`config.mk`:
```
export PLATFORM = sky130hd
export DESIGN_NAME = sleep_and_module_stop_control
export DESIGN_NICKNAME = d
export VERILOG_FILES = /design/src/common/power_down_pkg.sv /design/src/rtl/sleep_and_module_stop_control.sv
export SDC_FILE = /design/constraint.sdc
export NUM_CORES = 1
export LEC_CHECK = 0
export ABC_AREA = 1
export BUFFER_PORTS_ARGS = -buffer_cell sky130_fd_sc_hd__buf_2
export CORE_AREA = 2 2 78 98
export DETAILED_ROUTE_END_ITERATION = 10
export DIE_AREA = 0 0 80 100
export PLACE_DENSITY = 0.8
export SLEW_MARGIN = 20
export SYNTH_ARGS = -nofsm -noshare
export SYNTH_HDL_FRONTEND = slang
export SYNTH_SLANG_ARGS = --single-unit
```
`constraint.sdc`:
```
create_clock -name clk -period 3.05 [get_ports clk]
set_input_delay 0.61 -clock clk [delete_from_list [all_inputs] [get_ports clk]]
set_output_delay 0.61 -clock clk [all_outputs]
set_load 0.1 [all_outputs]
```
`src/common/power_down_pkg.sv`:
```
// constants and types for the sleep and module stop controller
// assumes a byte-addressed Avalon-MM register slave with 32-bit data
package power_down_pkg;
  localparam logic [3:0] ADDR_STANDBY_CONTROL_1 = 4'h0;
  localparam logic [3:0] ADDR_STANDBY_CONTROL_2 = 4'h4;
  localparam int SSEL_BIT = 7;
  localparam int RELATCH_BIT = 6;
  localparam int BREAK_BIT = 5;
  localparam int DMA_BIT = 4;
  localparam int DAC_BIT = 3;
  localparam int ADC_BIT = 2;
  localparam int FIFO_BIT = 1;
  localparam int STOP_LO = 1;
  localparam int STOP_HI = 5;
  localparam logic [7:0] CTRL1_RESET = 8'h00;
  localparam logic [7:0] CTRL2_RESET = 8'h00;
  localparam logic [7:0] CTRL1_WMASK = 8'h80;
  localparam logic [7:0] CTRL2_WMASK = 8'h7E;
  localparam logic [31:0] RDATA_RESET = 32'h0000_0000;
  localparam logic [5:0] MODE_RESET = 6'h00;
  localparam logic [3:0] IRL_NONE = 4'hF;
  localparam int SYNC_W = 17;
  // idle pin levels: nmi low, irq low, irl none, mode zero, manual reset released
  localparam logic [16:0] SYNC_IDLE = 17'h0_0781;
  localparam logic [1:0] BOOT_LATCH = 2'b10;
  // interrupt source codes, values arbitrary
  localparam logic [11:0] CODE_NMI = 12'h001;
  localparam logic [11:0] CODE_IRQ = 12'h002;
  localparam logic [11:0] CODE_IRL = 12'h003;
  localparam logic [11:0] CODE_MODULE = 12'h004;
  localparam logic [11:0] CODE_RESET = 12'h000;
  localparam logic [1:0] STATUS_RESET = 2'b11;
  localparam logic [1:0] STATUS_SLEEP = 2'b10;
  localparam logic [1:0] STATUS_STANDBY = 2'b01;
  localparam logic [1:0] STATUS_RUN = 2'b00;
  typedef enum logic [1:0] {
    ST_RUN = 2'b00,
    ST_SLEEP = 2'b01,
    ST_STANDBY = 2'b10
  } power_state_t;
  typedef struct packed {
    logic break_unit;
    logic dma;
    logic dac;
    logic adc;
    logic fifo_serial;
  } module_clk_en_t;
endpackage : power_down_pkg

```
`src/rtl/sleep_and_module_stop_control.sv`:
```
// sleep sequencing, module clock stop and mode pin latch
// assumes cpu and interrupt logic on clk; pins arrive asynchronously
`timescale 1ns/1ps
module sleep_and_module_stop_control (
  input wire logic clk,
  input wire logic nrst,
  input wire logic [3:0] address,
  input wire logic read,
  input wire logic write,
  input wire logic [3:0] byteenable,
  input wire logic [31:0] writedata,
  output logic [31:0] readdata,
  output logic waitrequest,
  input wire logic sleep_exec,
  input wire logic interrupt_block_bit,
  input wire logic module_irq,
  input wire logic nmi_pin,
  input wire logic [4:0] irq_pins,
  input wire logic [3:0] irl_pins_n,
  input wire logic [5:0] mode_pins,
  input wire logic manual_rst_n,
  output logic cpu_halt,
  output logic clock_out_en,
  output logic standby_active,
  output logic int_start,
  output logic [11:0] int_event_code,
  output logic [11:0] int_event_code_b,
  output logic status_pin_hi,
  output logic status_pin_lo,
  output logic [5:0] mode_latched,
  output power_down_pkg::module_clk_en_t module_clk_en,
  output logic adc_reg_init
);
  logic [power_down_pkg::SYNC_W-1:0] sync1_q;
  logic [power_down_pkg::SYNC_W-1:0] sync2_q;
  logic [power_down_pkg::SYNC_W-1:0] pins_w;
  logic [7:0] ctrl1_q;
  logic [7:0] ctrl2_q;
  logic ack_q;
  logic [31:0] readdata_q;
  power_down_pkg::power_state_t state_q;
  power_down_pkg::power_state_t state_d;
  logic [1:0] status_q;
  logic [1:0] status_d;
  logic int_start_q;
  logic [11:0] code_q;
  logic [11:0] code_b_q;
  logic [5:0] mode_q;
  logic [1:0] boot_q;
  logic nmi_s;
  logic [4:0] irq_s;
  logic [3:0] irl_s;
  logic [5:0] mode_s;
  logic mrst;
  logic req;
  logic wr_take;
  logic rd_take;
  logic sel1;
  logic sel2;
  logic wr_lane;
  logic [7:0] rd_byte;
  logic sleeping;
  logic wake;
  logic accept;
  logic [11:0] code_d;
  logic relatch;
  logic [power_down_pkg::STOP_HI:power_down_pkg::STOP_LO] en_w;

  assign pins_w = {nmi_pin, irq_pins, irl_pins_n, mode_pins, manual_rst_n};

  // two-stage synchroniser for all pin inputs
  always_ff @(posedge clk or negedge nrst)
  begin
    if (!nrst)
    begin
      sync1_q <= power_down_pkg::SYNC_IDLE;
      sync2_q <= power_down_pkg::SYNC_IDLE;
    end
    else
    begin
      sync1_q <= pins_w;
      sync2_q <= sync1_q;
    end
  end

  assign nmi_s = sync2_q[16];
  assign irq_s = sync2_q[15:11];
  assign irl_s = sync2_q[10:7];
  assign mode_s = sync2_q[6:1];
  assign mrst = ~sync2_q[0];

  // bus decode, one wait cycle per access
  assign req = read | write;
  assign waitrequest = req & ~ack_q;
  assign wr_take = write & ack_q;
  assign rd_take = read & ~ack_q;
  assign sel1 = address == power_down_pkg::ADDR_STANDBY_CONTROL_1;
  assign sel2 = address == power_down_pkg::ADDR_STANDBY_CONTROL_2;
  assign wr_lane = wr_take & byteenable[0];
  assign rd_byte = sel1 ? (ctrl1_q & power_down_pkg::CTRL1_WMASK) :
                   sel2 ? (ctrl2_q & power_down_pkg::CTRL2_WMASK) : 8'h00;
  assign readdata = readdata_q;

  always_ff @(posedge clk or negedge nrst)
  begin
    if (!nrst)
    begin
      ack_q <= 1'b0;
      readdata_q <= power_down_pkg::RDATA_RESET;
    end
    else
    begin
      ack_q <= req & ~ack_q;
      if (rd_take)
        readdata_q <= {24'h00_0000, rd_byte};
    end
  end

  // standby control registers, manual reset clears them too
  always_ff @(posedge clk or negedge nrst)
  begin
    if (!nrst)
    begin
      ctrl1_q <= power_down_pkg::CTRL1_RESET;
      ctrl2_q <= power_down_pkg::CTRL2_RESET;
    end
    else if (mrst)
    begin
      ctrl1_q <= power_down_pkg::CTRL1_RESET;
      ctrl2_q <= power_down_pkg::CTRL2_RESET;
    end
    else if (wr_lane)
    begin
      if (sel1)
        ctrl1_q <= writedata[7:0] & power_down_pkg::CTRL1_WMASK;
      if (sel2)
        ctrl2_q <= writedata[7:0] & power_down_pkg::CTRL2_WMASK;
    end
  end

  // module clock enables, one per stop bit
  genvar gi;
  generate
    for (gi = power_down_pkg::STOP_LO; gi <= power_down_pkg::STOP_HI; gi = gi + 1)
    begin : g_stop
      assign en_w[gi] = ~ctrl2_q[gi];
    end
  endgenerate
  assign module_clk_en = power_down_pkg::module_clk_en_t'(en_w);
  assign adc_reg_init = ctrl2_q[power_down_pkg::ADC_BIT];

  // wake sources, priority nmi, irq, irl, module
  assign sleeping = state_q != power_down_pkg::ST_RUN;
  assign wake = nmi_s | (|irq_s) | (irl_s != power_down_pkg::IRL_NONE) | module_irq;
  assign accept = sleeping & wake;
  assign code_d = nmi_s ? power_down_pkg::CODE_NMI :
                  (|irq_s) ? power_down_pkg::CODE_IRQ :
                  (irl_s != power_down_pkg::IRL_NONE) ? power_down_pkg::CODE_IRL :
                  power_down_pkg::CODE_MODULE;

  always_comb
  begin
    state_d = state_q;
    unique case (state_q)
      power_down_pkg::ST_RUN:
      begin
        if (sleep_exec && !ctrl1_q[power_down_pkg::SSEL_BIT])
          state_d = power_down_pkg::ST_SLEEP;
        else if (sleep_exec)
          state_d = power_down_pkg::ST_STANDBY;
      end
      power_down_pkg::ST_SLEEP:
      begin
        if (accept)
          state_d = power_down_pkg::ST_RUN;
      end
      power_down_pkg::ST_STANDBY:
      begin
        if (accept)
          state_d = power_down_pkg::ST_RUN;
      end
      default:
      begin
        state_d = power_down_pkg::ST_RUN;
      end
    endcase
  end

  assign status_d = (state_d == power_down_pkg::ST_SLEEP) ? power_down_pkg::STATUS_SLEEP :
                    (state_d == power_down_pkg::ST_STANDBY) ? power_down_pkg::STATUS_STANDBY :
                    power_down_pkg::STATUS_RUN;

  always_ff @(posedge clk or negedge nrst)
  begin
    if (!nrst)
    begin
      state_q <= power_down_pkg::ST_RUN;
      status_q <= power_down_pkg::STATUS_RESET;
      int_start_q <= 1'b0;
      code_q <= power_down_pkg::CODE_RESET;
      code_b_q <= power_down_pkg::CODE_RESET;
    end
    else if (mrst)
    begin
      state_q <= power_down_pkg::ST_RUN;
      status_q <= power_down_pkg::STATUS_RESET;
      int_start_q <= 1'b0;
      code_q <= power_down_pkg::CODE_RESET;
      code_b_q <= power_down_pkg::CODE_RESET;
    end
    else
    begin
      state_q <= state_d;
      status_q <= status_d;
      int_start_q <= accept;
      if (accept)
      begin
        code_q <= code_d;
        code_b_q <= code_d;
      end
    end
  end

  // mode pins: caught after power-on, again on standby exit or manual reset if enabled
  assign relatch = ctrl2_q[power_down_pkg::RELATCH_BIT] &
                   ((state_q == power_down_pkg::ST_STANDBY) & accept | mrst);

  always_ff @(posedge clk or negedge nrst)
  begin
    if (!nrst)
    begin
      boot_q <= 2'b00;
      mode_q <= power_down_pkg::MODE_RESET;
    end
    else
    begin
      // power-on latch waits until the synchroniser holds real pin values
      if (boot_q != 2'b11)
        boot_q <= 2'(boot_q + 2'b01);
      if (boot_q == power_down_pkg::BOOT_LATCH || relatch)
        mode_q <= mode_s;
    end
  end

  assign cpu_halt = sleeping;
  assign clock_out_en = state_q != power_down_pkg::ST_STANDBY;
  assign standby_active = state_q == power_down_pkg::ST_STANDBY;
  assign int_start = int_start_q;
  assign int_event_code = code_q;
  assign int_event_code_b = code_b_q;
  assign status_pin_hi = status_q[1];
  assign status_pin_lo = status_q[0];
  assign mode_latched = mode_q;
endmodule : sleep_and_module_stop_control

```
* Word-level counts from Yosys, hierarchy flattened
Cells that the tools add are included.
Storage, ports and cells: register bits 83, output and inout bits 75
Cells by class: add/subtract/negate cells 1, equal/unequal tests 13, muxes and demuxes 22, bitwise operators 19, reduce and logical (&&, ||, !) cells 10
Operator list (number):
- 8-bit two-way mux | 4
- 7-bit two-way mux | 4
- 12-bit two-way mux | 2
- 2-bit two-way mux | 6
- 3-bit two-way mux | 3
- 2-bit by 1-bit inequality test with 1-bit output (second input constant) | 4
- 1-bit bitwise AND | 7
- 1-bit NOT | 7
- 2-bit equality test (second input constant) | 3
- 1-bit bitwise OR | 5
- 5-bit OR reduction | 1
- 2-bit by 1-bit equality test with 1-bit output (second input constant) | 2
- 4-bit by 3-bit equality test with 1-bit output (second input constant) | 1
- 4-bit zero test | 1
- 2-bit inequality test (second input constant) | 2
- 4-bit inequality test (second input constant) | 1
- 2-bit one-hot mux with 2 select lines | 1
- 2-bit AND reduction | 2
- 2-bit by 1-bit adder with 2-bit output (second input constant) | 1
- 2-bit zero test | 1
- 1-bit two-way mux | 2
- 2-bit nonzero test | 1
- 2-bit OR reduction | 1
- 1-bit logical AND | 1
- other kinds (2) | 2

* Logic depth before layout (Yosys ltp)
depth after elaboration 11, depth in mapped cells 10

* Worst setup path after synthesis
OpenSTA, ideal clock, no wires.
path kind register to register, from register state_q[0], to register mode_q[0] (netlist: mode_latched[0]), data arrival time 2.610 ns, required time 2.929 ns, slack 0.319 ns, stages on the path, launching flop included 8, path buffers 0, clock period less this slack 2.731 ns, cell sequence dfrtp_1 -> inv_1 -> ha_1 -> inv_1 -> a21oi_1 -> nand2_4 -> nand3_1 -> nand2_1
RTL lines:
- start: declaration | line sleep_and_module_stop_control.sv:41 | power_down_pkg::power_state_t state_q;
- start signal: assignment | line sleep_and_module_stop_control.sv:197 | state_q <= power_down_pkg::ST_RUN;
- start signal: assignment | line sleep_and_module_stop_control.sv:205 | state_q <= power_down_pkg::ST_RUN;
- start signal: assignment | line sleep_and_module_stop_control.sv:213 | state_q <= state_d;
- 2-bit equality test
- named net standby_active | line sleep_and_module_stop_control.sv:24 | output logic standby_active,
- 1-bit bitwise AND | line sleep_and_module_stop_control.sv:226 | ((state_q == power_down_pkg::ST_STANDBY) & accept | mrst);
- 1-bit bitwise OR | line sleep_and_module_stop_control.sv:226
- 1-bit bitwise AND | line sleep_and_module_stop_control.sv:225 | assign relatch = ctrl2_q[power_down_pkg::RELATCH_BIT] &
- 1-bit logical OR | line sleep_and_module_stop_control.sv:240 | if (boot_q == power_down_pkg::BOOT_LATCH || relatch)
- end signal: assignment | line sleep_and_module_stop_control.sv:233 | mode_q <= power_down_pkg::MODE_RESET;
- end signal: assignment | line sleep_and_module_stop_control.sv:241 | mode_q <= mode_s;
- end: declaration | line sleep_and_module_stop_control.sv:48 | logic [5:0] mode_q;
The timed path passes the listed nets, and every way through them passes these cells. A chain may end at the register's enable or synchronous reset.

* Final worst setup path
from register state_q[0], to output port cpu_halt
Between the ends: longest elaborated chain between the ends 1
RTL lines:
- 2-bit nonzero test | line sleep_and_module_stop_control.sv:153 | assign sleeping = state_q != power_down_pkg::ST_RUN;
- end: declaration | line sleep_and_module_stop_control.sv:22 | output logic cpu_halt,
Every way passes these cells.

==> metrics <==
status finished clean; I/O Pins approximately 140; H-tree levels 3; DIE AREA roughly 8000 sq um; Die Wd around 80 um; synth-to-layout area growth 16.48%; DPL Wire Length between 3 and 4 mm; Worst Hold Class input pin to async pin; Worst Slack Setup Final roughly 0.78 ns; synth unique cells 26; skew final 0.007902 ns; final setup violation count 0; area share of xor/xnor cells in the synthesized design 0.3196%; total track usage approximately 12%; adder-cell area share of the yosys netlist 2.283%; Synth Warn # 0; layout cells sized above 1 between 30% and 40%; antenna-violating nets left 0; Die Y approximately 100 um; dpl ws about 1.1 ns; Port Buffer Count 66; row cnt 35; Seq/Total Area, Yosys 59.91%; startpoint types register; crit-path max FO 4; post-synthesis register bit count 65; drt drc 0; Fin. Hold Viols 0; Synth Area in Compound Gates 5.342%; PwrDens a little under 800 nW/um^2; min Tclk post-route between 2 and 2.5 ns; post-route setup TNS 0 ns; mux contribution to synthesized area 0%; hold buffer count at CTS 0; pin count of the biggest net entering global routing 31; Post-CTS Setup Bufs 0; total power between 2000 and 2500 uW; wire length of the first global-routing pass between 7 and 8 mm; DR vias approximately 1700; fmax between 400 and 500 MHz; most frequent cells in the layout 66 x buf_2, 53 x dfrtp_1, 43 x conb_1, 35 x nand2_1, 28 x inv_1; Critical Path RT about 2.4 ns; DR iter-0 viols 75; GRT overflow 0; clock tree sinks 65; Syn Area/Cell about 11 sq um; clock transition at the registers of the reported paths 0.08 ns; synthesized area 2740 sq um; DR top layer met4; RSZ-0062 raised after global routing no; clock latency on the worst-skew pair between 0.3 and 0.4 ns; Metal-1 WL between 1.5 and 2 mm; MaxCap Viol Count 0; Slew headroom between 50% and 60%; P_leak between 0.0015 and 0.002 uW; cts bufs inserted 9; fin util around 44%; FF-to-FF Start sync2_q[8]; final wirelength roughly 4.5 mm; Post-Syn Instances 252; routed wire length per instance between 10 and 15 um; CP Launch Point state_q[0]; routability congestion estimate 0.8204; post_cts resized 0; met2 WL post-DR between 2 and 2.5 mm; drt pass-1 iters 4; nets 392; Antenna diodes 0; CTS tree built; CP arrival about 1.7 ns; vias in the first global route 1656; initial antenna violation count 0; area of the core approximately 7000 sq um; Worst setup EP type output port; Root Driver clkbuf_8; fin crit share between 70% and 80%; WS Path Type register to output port; largest family of logic cells by synthesized area buffers and inverters; simple-gate share of the synthesized area 14.52%; routed wl met3 ~270 um; commonest non-fill, non-tap cell in the layout buf_2; Via density roughly 4; Initial Utilization 38.15%; Fin Hold WS around 0.28 ns; clk buf depth 2; Tightest Pin Transition 0.6472 ns; Slew Viols, Final 0; worst vdd ir 0.4374 mV
==> synth_stat cells <==
cell / number / area (sq um)
buf_4: 47 / 352.8
ha_1: 5 / 62.56
nor2_2: 1 / 6.260
o21ai_2: 1 / 8.760
a21oi_1: 5 / 25.02
nor2_4: 2 / 22.52
nand4_4: 1 / 21.27
nand2_4: 4 / 45.04
xnor2_1: 1 / 8.760
clkbuf_8: 1 / 13.76
o21ai_0: 9 / 45.04
nand2_2: 2 / 12.51
clkbuf_1: 1 / 3.750
nand2_1: 35 / 131.4
o31ai_1: 7 / 52.55
o21ai_1: 3 / 15.01
conb_1: 1 / 3.750
or2_1: 1 / 6.260
nor3_1: 2 / 10.01
buf_1: 1 / 3.750
nor2_1: 7 / 26.28
dfrtp_1: 53 / 1326
inv_1: 28 / 105.1
dfstp_2: 12 / 315.3
nand3_1: 21 / 105.1
nand3b_2: 1 / 11.26
==> per-stage QoR <==
| stage | area (sq um) | instances |
|---|---|---|
| after CTS | 3192 | 420 |
| after global placement | 2984 | 404 |
| after global routing | 3192 | 420 |
| after floorplan | 2898 | 294 |
| after detailed placement | 2984 | 404 |
| final | 3192 | 420 |
==> state kept, by name (all words and copies together) (netlist names) <==
name	cells
sync1_q	17
sync2_q	17
readdata	7
ctrl2_q	6
mode_latched	6
int_event_code_b	3
boot_q	2
state_q	2
status_q	2
ack_q	1
ctrl1_q	1
int_start	1
==> critical path, cell delays in order, from the launching register on <==
cell	delay [ns]
dfrtp_1	0.39
inv_1	0.08
ha_1	0.21
inv_1	0.17
buf_2	0.47
==> area by class of cell <==
type | count | area [sq um]
fillers | 706 | 3990
flip-flops and latches | 65 | 1642
clock buffers | 9 | 123.9
multi-input cells | 151 | 777.0
clock inverters | 7 | 83.83
repair buffers | 68 | 345.3
inverters | 28 | 105.1
well taps | 92 | 115.1
==> final timing paths <==
check / to / slack, ns / depth (start not counted)
hold reg to reg: sync2_q[3] / 0.35 / 0
min in group clk: sync2_q[3] / 0.35 / 0
setup / recovery: cpu_halt / 0.78 / 4
max in group asynchronous: sync2_q[9] / 2.00 / 2
hold / removal: sync2_q[5] / 0.28 / 1
setup reg to reg: mode_latched[1] / 1.56 / 9
==> where the power goes <==
part           internal, uW  total (uW)  switching (uW)
Sequential              935         968            32.3
Clock                   392         752             359
Combinational          88.0         779             691
==> cell families (layout without fill, tap and decap cells) <==
family	Yosys count	in the layout
flip-flops	65	65
AO/OA/AOI/OAI	25	25
XOR/XNOR	1	1
adder cells (fa/ha/maj)	5	5
buffers and inverters	78	112
AND/OR/NAND/NOR	77	77
other	1	43
==> metal layers <==
layer / vias to the layer above / track usage [%]
li1: 844 / -
met4: 0 / 5.867
met2: 54 / 20.71
met5: - / 0
met3: 7 / 4.676
met1: 823 / 12.97
No activity file was read; power rests on OpenSTA's default activity.
